$ cat src/rtl/bus_cfg_pkg.sv
package bus_cfg_pkg;

  // ****************************************
  // register map
  // ****************************************
  localparam logic [31:0] BUS_CONTROL_ADDR    = 32'h5000_1400;
  localparam logic [31:0] TARGET_ADDRESS_ADDR = 32'h5000_1404;
  localparam logic [31:0] OWN_ADDR_ADDR       = 32'h5000_1408;
  localparam logic [31:0] CONTROLLER_ON_ADDR  = 32'h5000_146C;
  localparam logic [31:0] RAW_EVENT_ADDR      = 32'h5000_1434;
  localparam logic [31:0] CMD_PORT_ADDR       = 32'h5000_1410;

  // ****************************************
  // bus_control fields
  // ****************************************
  localparam int SLV_OFF_BIT   = 6;
  localparam int RESTART_BIT   = 5;
  localparam int INIT_WIDE_BIT = 4;
  localparam int RESP_WIDE_BIT = 3;
  localparam int SPEED_HI      = 2;
  localparam int SPEED_LO      = 1;
  localparam int MST_EN_BIT    = 0;
  localparam logic [15:0] CTRL_MASK  = 16'h007F;
  localparam logic [15:0] CTRL_RESET = 16'h007D;
  localparam logic [1:0]  SPEED_STD  = 2'h1;
  localparam logic [1:0]  SPEED_FAST = 2'h2;

  // ****************************************
  // target_address fields
  // ****************************************
  localparam int SPECIAL_BIT = 11;
  localparam int BCAST_BIT   = 10;
  localparam logic [15:0] TAR_MASK  = 16'h0FFF;
  localparam logic [15:0] TAR_RESET = 16'h0055;
  localparam logic [9:0]  OWN_RESET = 10'h055;
  localparam logic [6:0]  BCAST_ADDR = 7'h00;
  localparam logic [6:0]  SBYTE_ADDR = 7'h01;
  localparam int ABORT_BIT = 6;
  localparam int CMD_READ_BIT = 8;

  localparam logic [1:0] RESP_OKAY   = 2'h0;
  localparam logic [1:0] RESP_SLVERR = 2'h2;

endpackage

$ cat src/rtl/bus_cfg.sv
`timescale 1ns/1ps
// Contract
// - slave disable bit 6 resets to one
// - restart permission bit 5 gates repeated starts
// - bit 4 picks master 7/10-bit addressing
// - bit 3 picks slave 7/10-bit addressing
// - speed field: 1 standard, 2 fast
// - bit 0 enables master role
// - special bit 11 selects special command
// - bit 10: general call or start byte
// - read after general call sets abort flag
// - general call holds until special cleared or bit 10 set
// - target field addresses master, ignored for call
// - self address loopback simplex only
// - target writes only while controller off
// - target resets to 0x55, special bits zero
// - seven-bit mode matches own address low bits
// - no restart permitted: stop then start
module bus_cfg
  import bus_cfg_pkg::*;
(
  input  wire logic        REF_CLK,
  input  wire logic        NRST,
  input  wire logic [31:0] AWADDR,
  input  wire logic        AWVALID,
  output logic             AWREADY,
  input  wire logic [31:0] WDATA,
  input  wire logic [3:0]  WSTRB,
  input  wire logic        WVALID,
  output logic             WREADY,
  output logic [1:0]       BRESP,
  output logic             BVALID,
  input  wire logic        BREADY,
  input  wire logic [31:0] ARADDR,
  input  wire logic        ARVALID,
  output logic             ARREADY,
  output logic [31:0]      RDATA,
  output logic [1:0]       RRESP,
  output logic             RVALID,
  input  wire logic        RREADY,
  input  wire logic        RESTART_REQ,
  input  wire logic [9:0]  BUS_ADDR_SEEN,
  input  wire logic        BUS_ADDR_WIDE,
  output logic             SLAVE_ON,
  output logic             MASTER_ON,
  output logic             RESTART_OK,
  output logic             STOP_START,
  output logic             MASTER_WIDE,
  output logic             SLAVE_WIDE,
  output logic [1:0]       SPEED_MODE,
  output logic [9:0]       DEST_ADDR,
  output logic             SEND_BCAST,
  output logic             SEND_STARTBYTE,
  output logic             SELF_MATCH,
  output logic             SIMPLEX_ONLY
);

  // ****************************************
  // state
  // ****************************************
  typedef struct packed {
    logic        aw_held;
    logic [31:0] aw_addr;
    logic        w_held;
    logic [31:0] w_data;
    logic [3:0]  w_strb;
    logic        bvalid;
    logic [1:0]  bresp;
    logic        rvalid;
    logic [31:0] rdata;
    logic [1:0]  rresp;
    logic [15:0] bus_control;
    logic [15:0] target_address;
    logic [9:0]  own_addr;
    logic        controller_on;
    logic        send_abort_flag;
    logic        restart_ok;
    logic        stop_start;
    logic [9:0]  dest_addr;
    logic        send_bcast;
    logic        send_startbyte;
    logic        self_match;
    logic        simplex_only;
    logic        aw_rdy;
    logic        w_rdy;
    logic        ar_rdy;
  } state_t;

  state_t s;
  state_t next_s;

  function automatic logic [15:0] merge16(input logic [15:0] old, input logic [31:0] d,
                                          input logic [3:0] be, input logic [15:0] m);
    logic [15:0] v;
    v = old;
    if (be[0]) v[7:0] = d[7:0];
    if (be[1]) v[15:8] = d[15:8];
    return v & m;
  endfunction

  function automatic logic own_match(input logic [9:0] seen, input logic [9:0] own,
                                     input logic wide);
    return wide ? (seen == own) : (seen[6:0] == own[6:0]);
  endfunction

  logic        do_write;
  logic        do_read;
  logic        gc_mode;
  logic [31:0] rd;
  logic        rd_ok;
  logic        wr_ok;
  logic [15:0] own_new;

  always_comb begin
    next_s = s;
    own_new = 16'h0000;
    do_write = s.aw_held && s.w_held && !s.bvalid;
    do_read  = ARVALID && !s.rvalid;
    gc_mode  = s.target_address[SPECIAL_BIT] && !s.target_address[BCAST_BIT];
    rd = 32'h0000_0000;
    rd_ok = 1'b1;
    wr_ok = 1'b1;
    // ****************************************
    // write channel
    // ****************************************
    if (AWVALID && !s.aw_held) begin
      next_s.aw_held = 1'b1;
      next_s.aw_addr = AWADDR;
    end
    if (WVALID && !s.w_held) begin
      next_s.w_held = 1'b1;
      next_s.w_data = WDATA;
      next_s.w_strb = WSTRB;
    end
    if (do_write) begin
      next_s.aw_held = 1'b0;
      next_s.w_held  = 1'b0;
      case (s.aw_addr)
        BUS_CONTROL_ADDR:
          next_s.bus_control = merge16(s.bus_control, s.w_data, s.w_strb, CTRL_MASK);
        TARGET_ADDRESS_ADDR:
          if (!s.controller_on)
            next_s.target_address = merge16(s.target_address, s.w_data, s.w_strb,
                                            TAR_MASK);
        OWN_ADDR_ADDR:
          if (!s.controller_on) begin
            own_new = merge16({6'h00, s.own_addr}, s.w_data, s.w_strb, TAR_MASK);
            next_s.own_addr = own_new[9:0];
          end
        CONTROLLER_ON_ADDR:
          if (s.w_strb[0]) next_s.controller_on = s.w_data[0];
        RAW_EVENT_ADDR:
          if (s.w_strb[0] && s.w_data[ABORT_BIT]) next_s.send_abort_flag = 1'b0;
        CMD_PORT_ADDR:
          wr_ok = 1'b1;
        default:
          wr_ok = 1'b0;
      endcase
      next_s.bvalid = 1'b1;
      next_s.bresp  = wr_ok ? RESP_OKAY : RESP_SLVERR;
    end else if (s.bvalid && BREADY) begin
      next_s.bvalid = 1'b0;
    end
    // read command after general call aborts; set wins over clear
    if (do_write && s.aw_addr == CMD_PORT_ADDR && s.w_data[CMD_READ_BIT] && gc_mode)
      next_s.send_abort_flag = 1'b1;
    // ****************************************
    // read channel
    // ****************************************
    case (ARADDR)
      BUS_CONTROL_ADDR:    rd = {16'h0000, s.bus_control};
      TARGET_ADDRESS_ADDR: rd = {16'h0000, s.target_address};
      OWN_ADDR_ADDR:       rd = {22'h00_0000, s.own_addr};
      CONTROLLER_ON_ADDR:  rd = {31'h0000_0000, s.controller_on};
      RAW_EVENT_ADDR:      rd = {25'h000_0000, s.send_abort_flag, 6'h00};
      default:             rd_ok = 1'b0;
    endcase
    if (do_read) begin
      next_s.rvalid = 1'b1;
      next_s.rdata  = rd;
      next_s.rresp  = rd_ok ? RESP_OKAY : RESP_SLVERR;
    end else if (s.rvalid && RREADY) begin
      next_s.rvalid = 1'b0;
    end
    // ****************************************
    // derived controls
    // ****************************************
    next_s.restart_ok = s.bus_control[RESTART_BIT];
    next_s.stop_start = RESTART_REQ && !s.bus_control[RESTART_BIT];
    next_s.send_bcast = gc_mode;
    next_s.send_startbyte = s.target_address[SPECIAL_BIT] && s.target_address[BCAST_BIT];
    if (!s.target_address[SPECIAL_BIT])
      next_s.dest_addr = s.target_address[9:0];
    else if (s.target_address[BCAST_BIT])
      next_s.dest_addr = {3'h0, SBYTE_ADDR};
    else
      next_s.dest_addr = {3'h0, BCAST_ADDR};
    next_s.self_match = own_match(BUS_ADDR_SEEN, s.own_addr, BUS_ADDR_WIDE
                                  && s.bus_control[RESP_WIDE_BIT]);
    next_s.simplex_only = s.bus_control[MST_EN_BIT] && !s.target_address[SPECIAL_BIT]
                          && (s.target_address[9:0] == s.own_addr);
    if (!NRST) begin
      next_s = '0;
      next_s.bus_control    = CTRL_RESET;
      next_s.target_address = TAR_RESET;
      next_s.own_addr       = OWN_RESET;
      next_s.restart_ok     = 1'b1;
      next_s.dest_addr      = TAR_RESET[9:0];
    end
    // ****************************************
    // ready flags, registered
    // ****************************************
    next_s.aw_rdy = !next_s.aw_held;
    next_s.w_rdy  = !next_s.w_held;
    next_s.ar_rdy = !next_s.rvalid;
  end

  always_ff @(posedge REF_CLK) begin
    s <= next_s;
  end

  // ****************************************
  // outputs
  // ****************************************
  assign AWREADY = s.aw_rdy;
  assign WREADY  = s.w_rdy;
  assign BVALID  = s.bvalid;
  assign BRESP   = s.bresp;
  assign ARREADY = s.ar_rdy;
  assign RVALID  = s.rvalid;
  assign RDATA   = s.rdata;
  assign RRESP   = s.rresp;
  assign SLAVE_ON    = !s.bus_control[SLV_OFF_BIT];
  assign MASTER_ON   = s.bus_control[MST_EN_BIT];
  assign MASTER_WIDE = s.bus_control[INIT_WIDE_BIT];
  assign SLAVE_WIDE  = s.bus_control[RESP_WIDE_BIT];
  assign SPEED_MODE  = s.bus_control[SPEED_HI:SPEED_LO];
  assign RESTART_OK  = s.restart_ok;
  assign STOP_START  = s.stop_start;
  assign DEST_ADDR   = s.dest_addr;
  assign SEND_BCAST  = s.send_bcast;
  assign SEND_STARTBYTE = s.send_startbyte;
  assign SELF_MATCH  = s.self_match;
  assign SIMPLEX_ONLY = s.simplex_only;
endmodule

$ cat config.mk
export PLATFORM = sky130hd
export DESIGN_NAME = bus_cfg
export DESIGN_NICKNAME = d
export VERILOG_FILES = /design/src/rtl/bus_cfg_pkg.sv /design/src/rtl/bus_cfg.sv
export SDC_FILE = /design/constraint.sdc
export NUM_CORES = 1
export LEC_CHECK = 0
export ABC_AREA = 1
export BUFFER_PORTS_ARGS = -buffer_cell sky130_fd_sc_hd__buf_2
export CORE_MARGIN = 3
export CORE_UTILIZATION = 55
export CTS_BUF_LIST = sky130_fd_sc_hd__clkbuf_16
export DETAILED_ROUTE_END_ITERATION = 7
export PLACE_DENSITY = 0.86
export SYNTH_ARGS = -nofsm -noshare
export SYNTH_HDL_FRONTEND = slang
export SYNTH_SLANG_ARGS = --single-unit
$ cat constraint.sdc
create_clock -name REF_CLK -period 2.46 [get_ports REF_CLK]
set_input_delay 0.369 -clock REF_CLK [delete_from_list [all_inputs] [get_ports REF_CLK]]
set_output_delay 0.369 -clock REF_CLK [all_outputs]
set_load 0.03 [all_outputs]
==> results of run 1 <==
[placed cells by master (no fill, tap or decap), drive strengths merged]
| cell type | count |
|---|---|
| o311ai | 1 |
| a22oi | 1 |
| o211ai | 15 |
| xor2 | 3 |
| conb | 22 |
| nor3 | 6 |
| or2 | 6 |
| nor4 | 1 |
| buf | 145 |
| inv | 84 |
| o21ai | 58 |
| bufinv | 2 |
| nor2 | 108 |
| a221oi | 2 |
| and2 | 3 |
| o22ai | 1 |
| nand3 | 34 |
| o21a | 1 |
| a2111oi | 1 |
| dfxtp | 114 |
| a21oi | 62 |
| xnor2 | 6 |
| nand4 | 23 |
| clkinv | 11 |
| clkinvlp | 3 |
| nand2 | 143 |
| clkbuf | 17 |
[state kept, by name, indices dropped and copies added, names as in the netlist, 2 cells and up]
| name | cells |
|---|---|
| DEST_ADDR | 10 |
| RDATA | 12 |
| s | 74 |
| SPEED_MODE | 2 |
[power groups by stage]
stage / Sequential, mW / Clock (mW) / Combinational [mW]
3_5_place_dp: 2.00 / 0 / 0.431
3_3_place_gp: 2.00 / 0 / 0.423
4_1_cts: 1.96 / 2.29 / 0.437
6_report: 1.96 / 2.28 / 0.440
2_1_floorplan: 2.00 / 0 / 0.310
5_1_grt: 1.97 / 2.39 / 0.494
[routing by layer]
layer	GRT usage (%)	vias to the layer above	share of wire [%]
li1	-	2564	-
met1	28.9	2247	42
met2	39.8	220	47
met3	7.29	30	8.9
met4	9.28	4	2.0
met5	0	-	0.11
[worst paths after layout]
| kind | from | end | slack (ps) | cells past startpoint |
|---|---|---|---|---|
| max reg2reg | s[148] | s[34] | 700 | 10 |
| max | s[148] | s[34] | 700 | 10 |
| min reg2reg | s[148] | s[148] | 460 | 2 |
| min | RESTART_REQ | STOP_START | 170 | 3 |
[final cells by class]
cell class                 count  area (µm²)  area share, %
clock buffer                  17         425           6.57
clock inverter                15         126           1.95
inverter                      85         319           4.93
multi-input combinational    497        2410           37.3
sequential                   114        2280           35.3
tap                          129         161           2.49
timing repair buffer         145         746           11.5
[through the flow]
stage	power [mW]	cell area [µm²]	utilization [%]	hold WS (ps)	cells
CTS	4.69	6470	68.8	168	1002
detailed placement	2.43	5920	62.9	455	970
finish	4.68	6470	68.8	172	1002
floorplan	2.31	5510	-	427	771
global route	4.85	6470	68.8	193	1002
global placement	2.42	5920	62.9	436	970
[kinds of logic after synthesis]
group | count (synthesis) | share of synthesized area [%]
and+or+nand+nor | 324 | 26.6
buffers and inverters | 160 | 15.0
AOI/OAI and AO/OA | 142 | 14.9
DFF | 114 | 42.0
xor gates and xnor gates | 9 | 1.45
other | 1 | 0.0691
[worst register-to-register path: stages (launching register included)]
cell,delay [ps]
dfxtp_1,300
inv_1,50
nor2_1,90
nand2_1,100
nor2_2,170
nand3_1,100
nor2_2,160
nand3_2,280
inv_1,210
nand2_1,90
a21oi_1,140
==> impl_metrics.py, run 1 <==
metrics = {
    "status": {
        "status": "complete, no violations",
    },
    "clock_tree": {
        "ctsRootBufferMaster": "clkbuf_16",
        "cts_buffers": 17,
        "clk-insertion-delay-late_ps": 410,
        "htree_levels": 4,
        "postCtsSetupBuffers": 0,
        "clockBufferDepth": 2,
        "ctsResizeCount": 0,
        "cts_tree": "built",
        "clock_sinks": 114,
        "clkTransAtPathRegs_ps": 50,
        "hold_buffers": 0,
    },
    "sta": {
        "setup_ws_ps": 696,
        "grt_setup_unrepaired": "no",
        "slew_headroom_pct": 64.2,
        "fmax_ghz": 0.567,
        "tightestPinTransition_ps": 536,
        "setup_viol": 0,
        "finalCritPeriodShare_pct": 71.7,
        "hold_viol_final": 0,
        "skew_ps": 7.75,
        "final_max_slew_viol_count": 0,
        "finalCriticalPeriod_ps": 1760,
        "fin_setup_tns_ps": 0,
    },
    "grt": {
        "grt_pass1_wl_um": 21500,
        "grt-ovfl-total": 0,
        "grtUsageTotal_pct": 23.9,
        "grt_pass1_vias": 4707,
        "grt_max_degree": 56,
        "antenna_found_initial": 2,
    },
    "drt": {
        "routed_wl_um": 12900,
        "drt_iter0_markers": 282,
        "vias": 5065,
        "drc_errors": 0,
        "drtAntennaViolNets": 0,
        "drtPass1Iterations": 5,
        "wl_per_cell_um": 12.8,
        "vias_per_cell": 5.05,
    },
    "synthesis": {
        "ys_ff_latch": 114,
        "synth_edf_count": 0,
        "netlist.area_leader.share_pct": 42.0,
        "synth_cell_types": 38,
        "yosysMostFrequentCell": "nand2_1",
        "synth_commonest_cells": "nand2_1, dfxtp_1, nor2_1, inv_1, a21oi_1",
        "yosys_warnings": 0,
        "async_flop_share_pct": 0,
        "syn_inst": 750,
        "synth_ff_type": "dfxtp_1",
        "synth-seq-area-share_pct": 42.0,
        "synth_top_cell_by_area": "dfxtp_1",
        "netlist_area_um2": 5430,
        "synth_area_leaders": "dfxtp_1, nand2_1, buf_4",
        "syn_avg_cell_area_um2": 7.24,
    },
    "floorplanning": {
        "die_h_um": 105,
        "io_pins": 182,
        "core_um2": 9420,
        "fp.dieW_um": 105,
        "initial_core_util_pct": 57.7,
        "fp.dieArea_um2": 11100,
        "rows": 35,
    },
    "pwr": {
        "p_clk_share_pct": 48.7,
        "switching_share_pct": 24.7,
        "seqPwrFrac_pct": 41.9,
        "switching_power_mw": 1.16,
        "internal_power_mw": 3.52,
        "p_leak_nw": 3.05,
        "powerDensity_nw_per_um2": 723,
        "peakVddDrop_v": 0.000476,
        "combPwrFrac_pct": 9.4,
    },
    "setup_path": {
        "cp.arrival_ps": 2090,
        "crit_fanout": 13,
        "crit_path_start_kind": "flop",
        "crit_buf_inv": 2,
        "slowest_stage": "dfxtp_1",
        "slowest_delay_ps": 300,
        "crit_type": "reg -> reg",
        "setup.worst_path.end_class": "flop",
        "crit_chain": "inv_1 > nor2_1 > nand2_1 > nor2_2 > nand3_1 > nor2_2 > nand3_2 > inv_1 > nand2_1 > a21oi_1",
        "required_ps": 2790,
        "cp_top_family": "simple AND/OR/NAND/NOR gates",
    },
    "placement": {
        "pre_cts_ws_ps": 704,
        "hpwlAfterDp_um": 9190,
        "port_buffers": 137,
        "gp_congestion": 0.865,
    },
    "final_layout": {
        "num_antenna_cells": 0,
        "drive_gt1_share_pct": 24.3,
        "nFillCells": 795,
        "area_growth_pct": 19.2,
        "layout.nets": 979,
    },
    "run": {
        "drv_cap": 0,
    },
    "hold_path": {
        "min_path_type": "in -> reg",
    },
}
Power figures use the tool's default switching activity.
==> inputs of run 2 (changes only) <==
- CORE_UTILIZATION: 55 -> 46
- PLACE_DENSITY: 0.86 -> 0.77
- clock period: 2.46 -> 1.6 ns (I/O delays scaled with it)
==> run 2 against run 1 <==
Register-to-register slack worse by 640 ps. Worst hold slack worse by 130 ps. Wire length is 3.1% higher. Setup slack worse by 640 ps. Power is 61% higher. Combinational power is 63% higher. Sequential power is 54% higher. Non-clock buffer count is 17 higher. Final area is 4.5% higher. Global-route usage is 4.1 points lower. Largest cell class unchanged.
==> impl_metrics.py, run 2 (synthesis gave the netlist of run 1 again) <==
metrics = {
    "status": {
        "status": "complete, no violations",
    },
    "sta": {
        "final_max_slew_viol_count": 0,
        "skew_ps": 11.3,
        "setup_viol": 0,
        "fmax_ghz": 0.648,
        "setup_ws_ps": 57.5,
        "hold_viol_final": 0,
        "finalCriticalPeriod_ps": 1540,
        "finalCritPeriodShare_pct": 96.4,
        "grt_setup_unrepaired": "yes",
        "hold_ws_ps": 45.1,
    },
    "setup_path": {
        "timing.critical_path.mode_cell": "inv_1",
        "cp.arrival_ps": 1810,
        "cp.depth": 9,
        "crit_fanout": 6,
        "slowest_delay_ps": 330,
        "cp-startpoint": "s[141]",
        "rr_worst_depth": 9,
        "slowest_stage": "dfxtp_1",
        "crit_buf_inv": 3,
        "crit_path_start_kind": "flop",
        "reg2reg_slack_ps": 60,
        "cp_top_family": "simple AND/OR/NAND/NOR gates",
        "crit_chain": "inv_1 > nand3_1 > inv_1 > nand3_2 > nor2_4 > nand3_4 > buf_12 > nand2_2 > o211ai_2",
        "setup.worst_path.end_class": "flop",
        "timing.rr.start": "s[141]",
        "required_ps": 1870,
        "worstReg2RegEnd": "s[37]",
        "crit_type": "reg -> reg",
    },
    "placement": {
        "port_buffers": 137,
        "pre_cts_ws_ps": 15.4,
        "dpl_cell_area_um2": 6040,
        "dp.cells": 994,
        "hpwlAfterDp_um": 9680,
        "gp_congestion": 0.878,
    },
    "drt": {
        "drt_iter0_markers": 279,
        "drtPass1Iterations": 5,
        "vias_per_cell": 4.87,
        "wl_per_cell_um": 12.8,
        "drtAntennaViolNets": 0,
        "routed_wl_um": 13200,
        "vias": 5031,
        "drc_errors": 0,
    },
    "floorplanning": {
        "initial_core_util_pct": 47.3,
        "core_um2": 11500,
        "io_pins": 182,
        "fp.dieW_um": 115,
        "fp.dieArea_um2": 13100,
        "die_h_um": 115,
        "rows": 39,
    },
    "final_layout": {
        "area_growth_pct": 24.6,
        "mostFrequentLayoutCells": "buf_2, nand2_1, dfxtp_1",
        "largest_reg_flops": 74,
        "fin_cells": 1034,
        "fin_area_um2": 6770,
        "top_register": "s",
        "drive_gt1_share_pct": 27.2,
        "layout_commonest_cell": "buf_2",
        "regArea_um2": 2280,
        "multi_input_area_um2": 2470,
        "layout.nets": 996,
        "nFillCells": 1006,
    },
    "clock_tree": {
        "cts_tree": "built",
        "clockBufferDepth": 2,
        "ctsRootBufferMaster": "clkbuf_16",
        "clkTransAtPathRegs_ps": 50,
        "cts_buffers": 17,
        "clk-insertion-delay-late_ps": 410,
        "htree_levels": 4,
        "clock_sinks": 114,
    },
    "grt": {
        "grt-ovfl-total": 0,
        "grt_max_degree": 56,
        "grt_pass1_wl_um": 20800,
        "grt_pass1_vias": 4575,
        "antenna_found_initial": 4,
        "grtUsageTotal_pct": 19.8,
    },
    "hold_path": {
        "min_to": "STOP_START",
        "min_path_type": "in -> reg",
        "hold_depth": 3,
        "min_from": "RESTART_REQ",
    },
    "run": {
        "drv_cap": 0,
    },
    "pwr": {
        "peakVddDrop_v": 0.000793,
        "p_leak_nw": 3.18,
        "powerDensity_nw_per_um2": 1120,
    },
}
[run 2: cell count changes in the layout (fill, tap and decap cells not counted), sizes merged]
cell / before / now
buf: 145 / 161
bufinv: 2 / 4
clkbuf: 17 / 18
clkinvlp: 3 / 1
diode: 0 / 1
[run 2: final cells by class]
class,instances,area share [%]
Antenna cell,1,0.0370
Sequential cell,114,33.8
Timing Repair Buffer,162,13.5
Clock buffer,17,6.29
Multi-Input combinational cell,497,36.5
Inverter,85,4.72
Clock inverter,15,2.57
Tap cell,143,2.64
[run 2: repair_timing]
action                     4_1_cts  5_1_grt
gates resized for setup          1       17
hold buffers                     0        0
setup endpoints to repair        3       27
gates cloned                     0        1
buffers inserted                 0        6
pin swaps                        0        6
[run 2: worst max-delay path by stage]
stage	end	slack (ps)
finish	s[37]	60
global route	s[36]	-30
global placement	SPEED_MODE[1]	50
CTS	s[37]	8
floorplan	SLAVE_WIDE	210
detailed placement	s[53]	20
[run 2: through the flow]
stage	setup TNS [ps]	power (mW)	utilization (%)
after global placement	0	3.74	52.7
after global routing	-198	7.84	59.0
after floorplan	0	3.56	-
after detailed placement	0	3.76	52.7
after CTS	0	7.55	57.9
final	0	7.55	59.0
[run 2: worst register-to-register path: cells and delay by family, from the launching register on]
kind | cells | cell delay, ps
buffers and inverters | 3 | 420
AO/OA/AOI/OAI | 1 | 70
flip-flops | 1 | 330
AND/OR/NAND/NOR | 5 | 600
[run 2: power by group]
group	switching, mW	total [mW]	leakage [nW]	internal, mW
Sequential	0.0594	3.02	0.933	2.96
Combinational	0.465	0.715	1.95	0.251
Clock	1.26	3.82	0.299	2.56
Total	1.78	7.55	3.18	5.77
[run 2: layer usage]
metal	GRT usage (%)	routed length, µm
met5	0	22
met4	5.86	140
met3	6.82	1050
met2	33.5	6360
met1	23.7	5670
==> inputs of run 3 (changes only) <==
- CORE_UTILIZATION: 46 -> 51
- PLACE_DENSITY: 0.77 -> 0.81
- clock period: 1.6 -> 1.43 ns (I/O delays scaled with it)
==> run 3 against run 2 <==
The run now ends with setup timing left. Power is 11% higher. Die area is 9.3% lower. Worst hold slack worse by 20 ps. Core utilization is 11 points higher. Combinational power is 33% higher. Clock power is 5.2% higher. Final area is 6.2% higher. Wire length is 16% higher. Via count is 8.7% higher. Clock skew is 4.5 ps lower. Highest routed layer unchanged.
==> impl_metrics.py, run 3 (synthesis gave the netlist of run 1 again) <==
metrics = {
    "placement": {
        "gp_congestion": 0.817,
        "pre_cts_ws_ps": -116,
        "port_buffers": 137,
        "dpl_cell_area_um2": 6270,
        "hpwlAfterDp_um": 10000,
        "dp.cells": 1019,
    },
    "sta": {
        "hold_ws_ps": 25.2,
        "hold_viol_final": 0,
        "setup_viol": 31,
        "grt_setup_unrepaired": "yes",
        "finalCriticalPeriod_ps": 1540,
        "fin_setup_tns_ps": -1880,
        "final_max_slew_viol_count": 0,
        "setup_ws_ps": -105,
        "fmax_ghz": 0.651,
        "finalCritPeriodShare_pct": 107,
        "skew_ps": 6.88,
    },
    "floorplanning": {
        "fp.dieW_um": 109,
        "io_pins": 182,
        "die_h_um": 109,
        "rows": 37,
        "core_um2": 10300,
        "fp.dieArea_um2": 11900,
        "initial_core_util_pct": 52.6,
    },
    "final_layout": {
        "drive_gt1_share_pct": 35.5,
        "nFillCells": 793,
        "top_register": "s",
        "multi_input_area_um2": 2630,
        "layout_commonest_cell": "buf_2",
        "regArea_um2": 2290,
        "mostFrequentLayoutCells": "buf_2, nand2_1, dfxtp_1",
        "num_antenna_cells": 0,
        "largest_reg_flops": 74,
        "layout.nets": 1031,
        "area_growth_pct": 32.3,
        "final_core_util_pct": 69.6,
        "fin_area_um2": 7180,
        "fin_cells": 1061,
    },
    "status": {
        "status": "finished, violations left",
        "violations": "setup timing",
    },
    "grt": {
        "antenna_found_initial": 2,
        "grtUsageTotal_pct": 24.6,
        "grt_pass1_wl_um": 22800,
        "grt_pass1_vias": 5023,
        "grt-ovfl-total": 0,
        "grt_max_degree": 56,
    },
    "drt": {
        "drt_iter0_markers": 335,
        "drtAntennaViolNets": 0,
        "drc_errors": 0,
        "drtPass1Iterations": 5,
        "wl_per_cell_um": 14.5,
        "vias": 5467,
        "routed_wl_um": 15300,
        "vias_per_cell": 5.15,
    },
    "pwr": {
        "p_total_mw": 8.36,
        "p_leak_nw": 3.34,
        "powerDensity_nw_per_um2": 1160,
        "peakVddDrop_v": 0.00108,
    },
    "setup_path": {
        "required_ps": 1750,
        "worstReg2RegEnd": "s[19]",
        "crit_buf_inv": 4,
        "slowest_delay_ps": 320,
        "slowest_stage": "dfxtp_1",
        "crit_path_start_kind": "flop",
        "crit_type": "reg -> reg",
        "timing.rr.start": "s[148]",
        "reg2reg_slack_ps": -110,
        "cp_top_family": "simple AND/OR/NAND/NOR gates",
        "cp.depth": 10,
        "cp-endpoint": "s[19]",
        "cp-startpoint": "s[148]",
        "crit_chain": "inv_2 > nor2_2 > nand2_2 > buf_4 > nor2_4 > nand3_4 > buf_6 > inv_4 > nand4_1 > a21oi_1",
        "cp.arrival_ps": 1860,
        "rr_worst_depth": 10,
        "setup.worst_path.end_class": "flop",
        "crit_fanout": 3,
    },
    "clock_tree": {
        "clockBufferDepth": 2,
        "clkTransAtPathRegs_ps": 50,
        "clk-insertion-delay-late_ps": 410,
        "htree_levels": 4,
        "cts_buffers": 17,
        "clock_sinks": 114,
        "ctsRootBufferMaster": "clkbuf_16",
        "cts_tree": "built",
    },
    "hold_path": {
        "min_path_type": "in -> reg",
    },
    "run": {
        "drv_cap": 0,
    },
}
[run 3: how the worst min path moves through the flow]
stage	from	endpoint	slack, ps	cells past startpoint
after floorplan	RESTART_REQ	STOP_START	330	2
after global placement	RESTART_REQ	STOP_START	430	3
after detailed placement	AWADDR[0]	s[138]	440	3
after CTS	RESTART_REQ	STOP_START	20	3
after global routing	WSTRB[0]	s[101]	30	3
final	AWADDR[0]	s[138]	30	3
[run 3: repair_timing]
item                                    CTS  global route
endpoints found under the setup margin   29            32
pin swaps                                11            23
hold buffers                              0             0
buffers inserted                          4             4
cloned                                    0             2
gates resized for setup                  38            49
[run 3: routing by layer]
layer	part of all wire, %	track usage (%)	wire length, µm
met2	51	41.8	7770
met1	36	28.0	5600
met5	0.091	0	14
met3	9.1	7.99	1390
met4	3.7	11.0	570
[run 3: worst register-to-register path: cells and delay by family, from the launching register on]
family          cells  cell delay [ps]
simple gates        5              530
flops               1              320
buf+inv             4              400
compound gates      1              190
[run 3: final cells by class]
class,instances,area share (%)
inverter,85,4.55
tap,136,2.37
clock inverter,15,2.02
sequential,114,31.9
timing repair buffer,196,16.6
multi-input combinational,498,36.7
clock buffer,17,5.92
[run 3: power by group]
part / internal (mW) / total [mW] / switching [mW]
logic: 0.363 / 0.948 / 0.585
registers: 3.31 / 3.39 / 0.0780
clock network: 2.54 / 4.02 / 1.49
total: 6.21 / 8.36 / 2.15
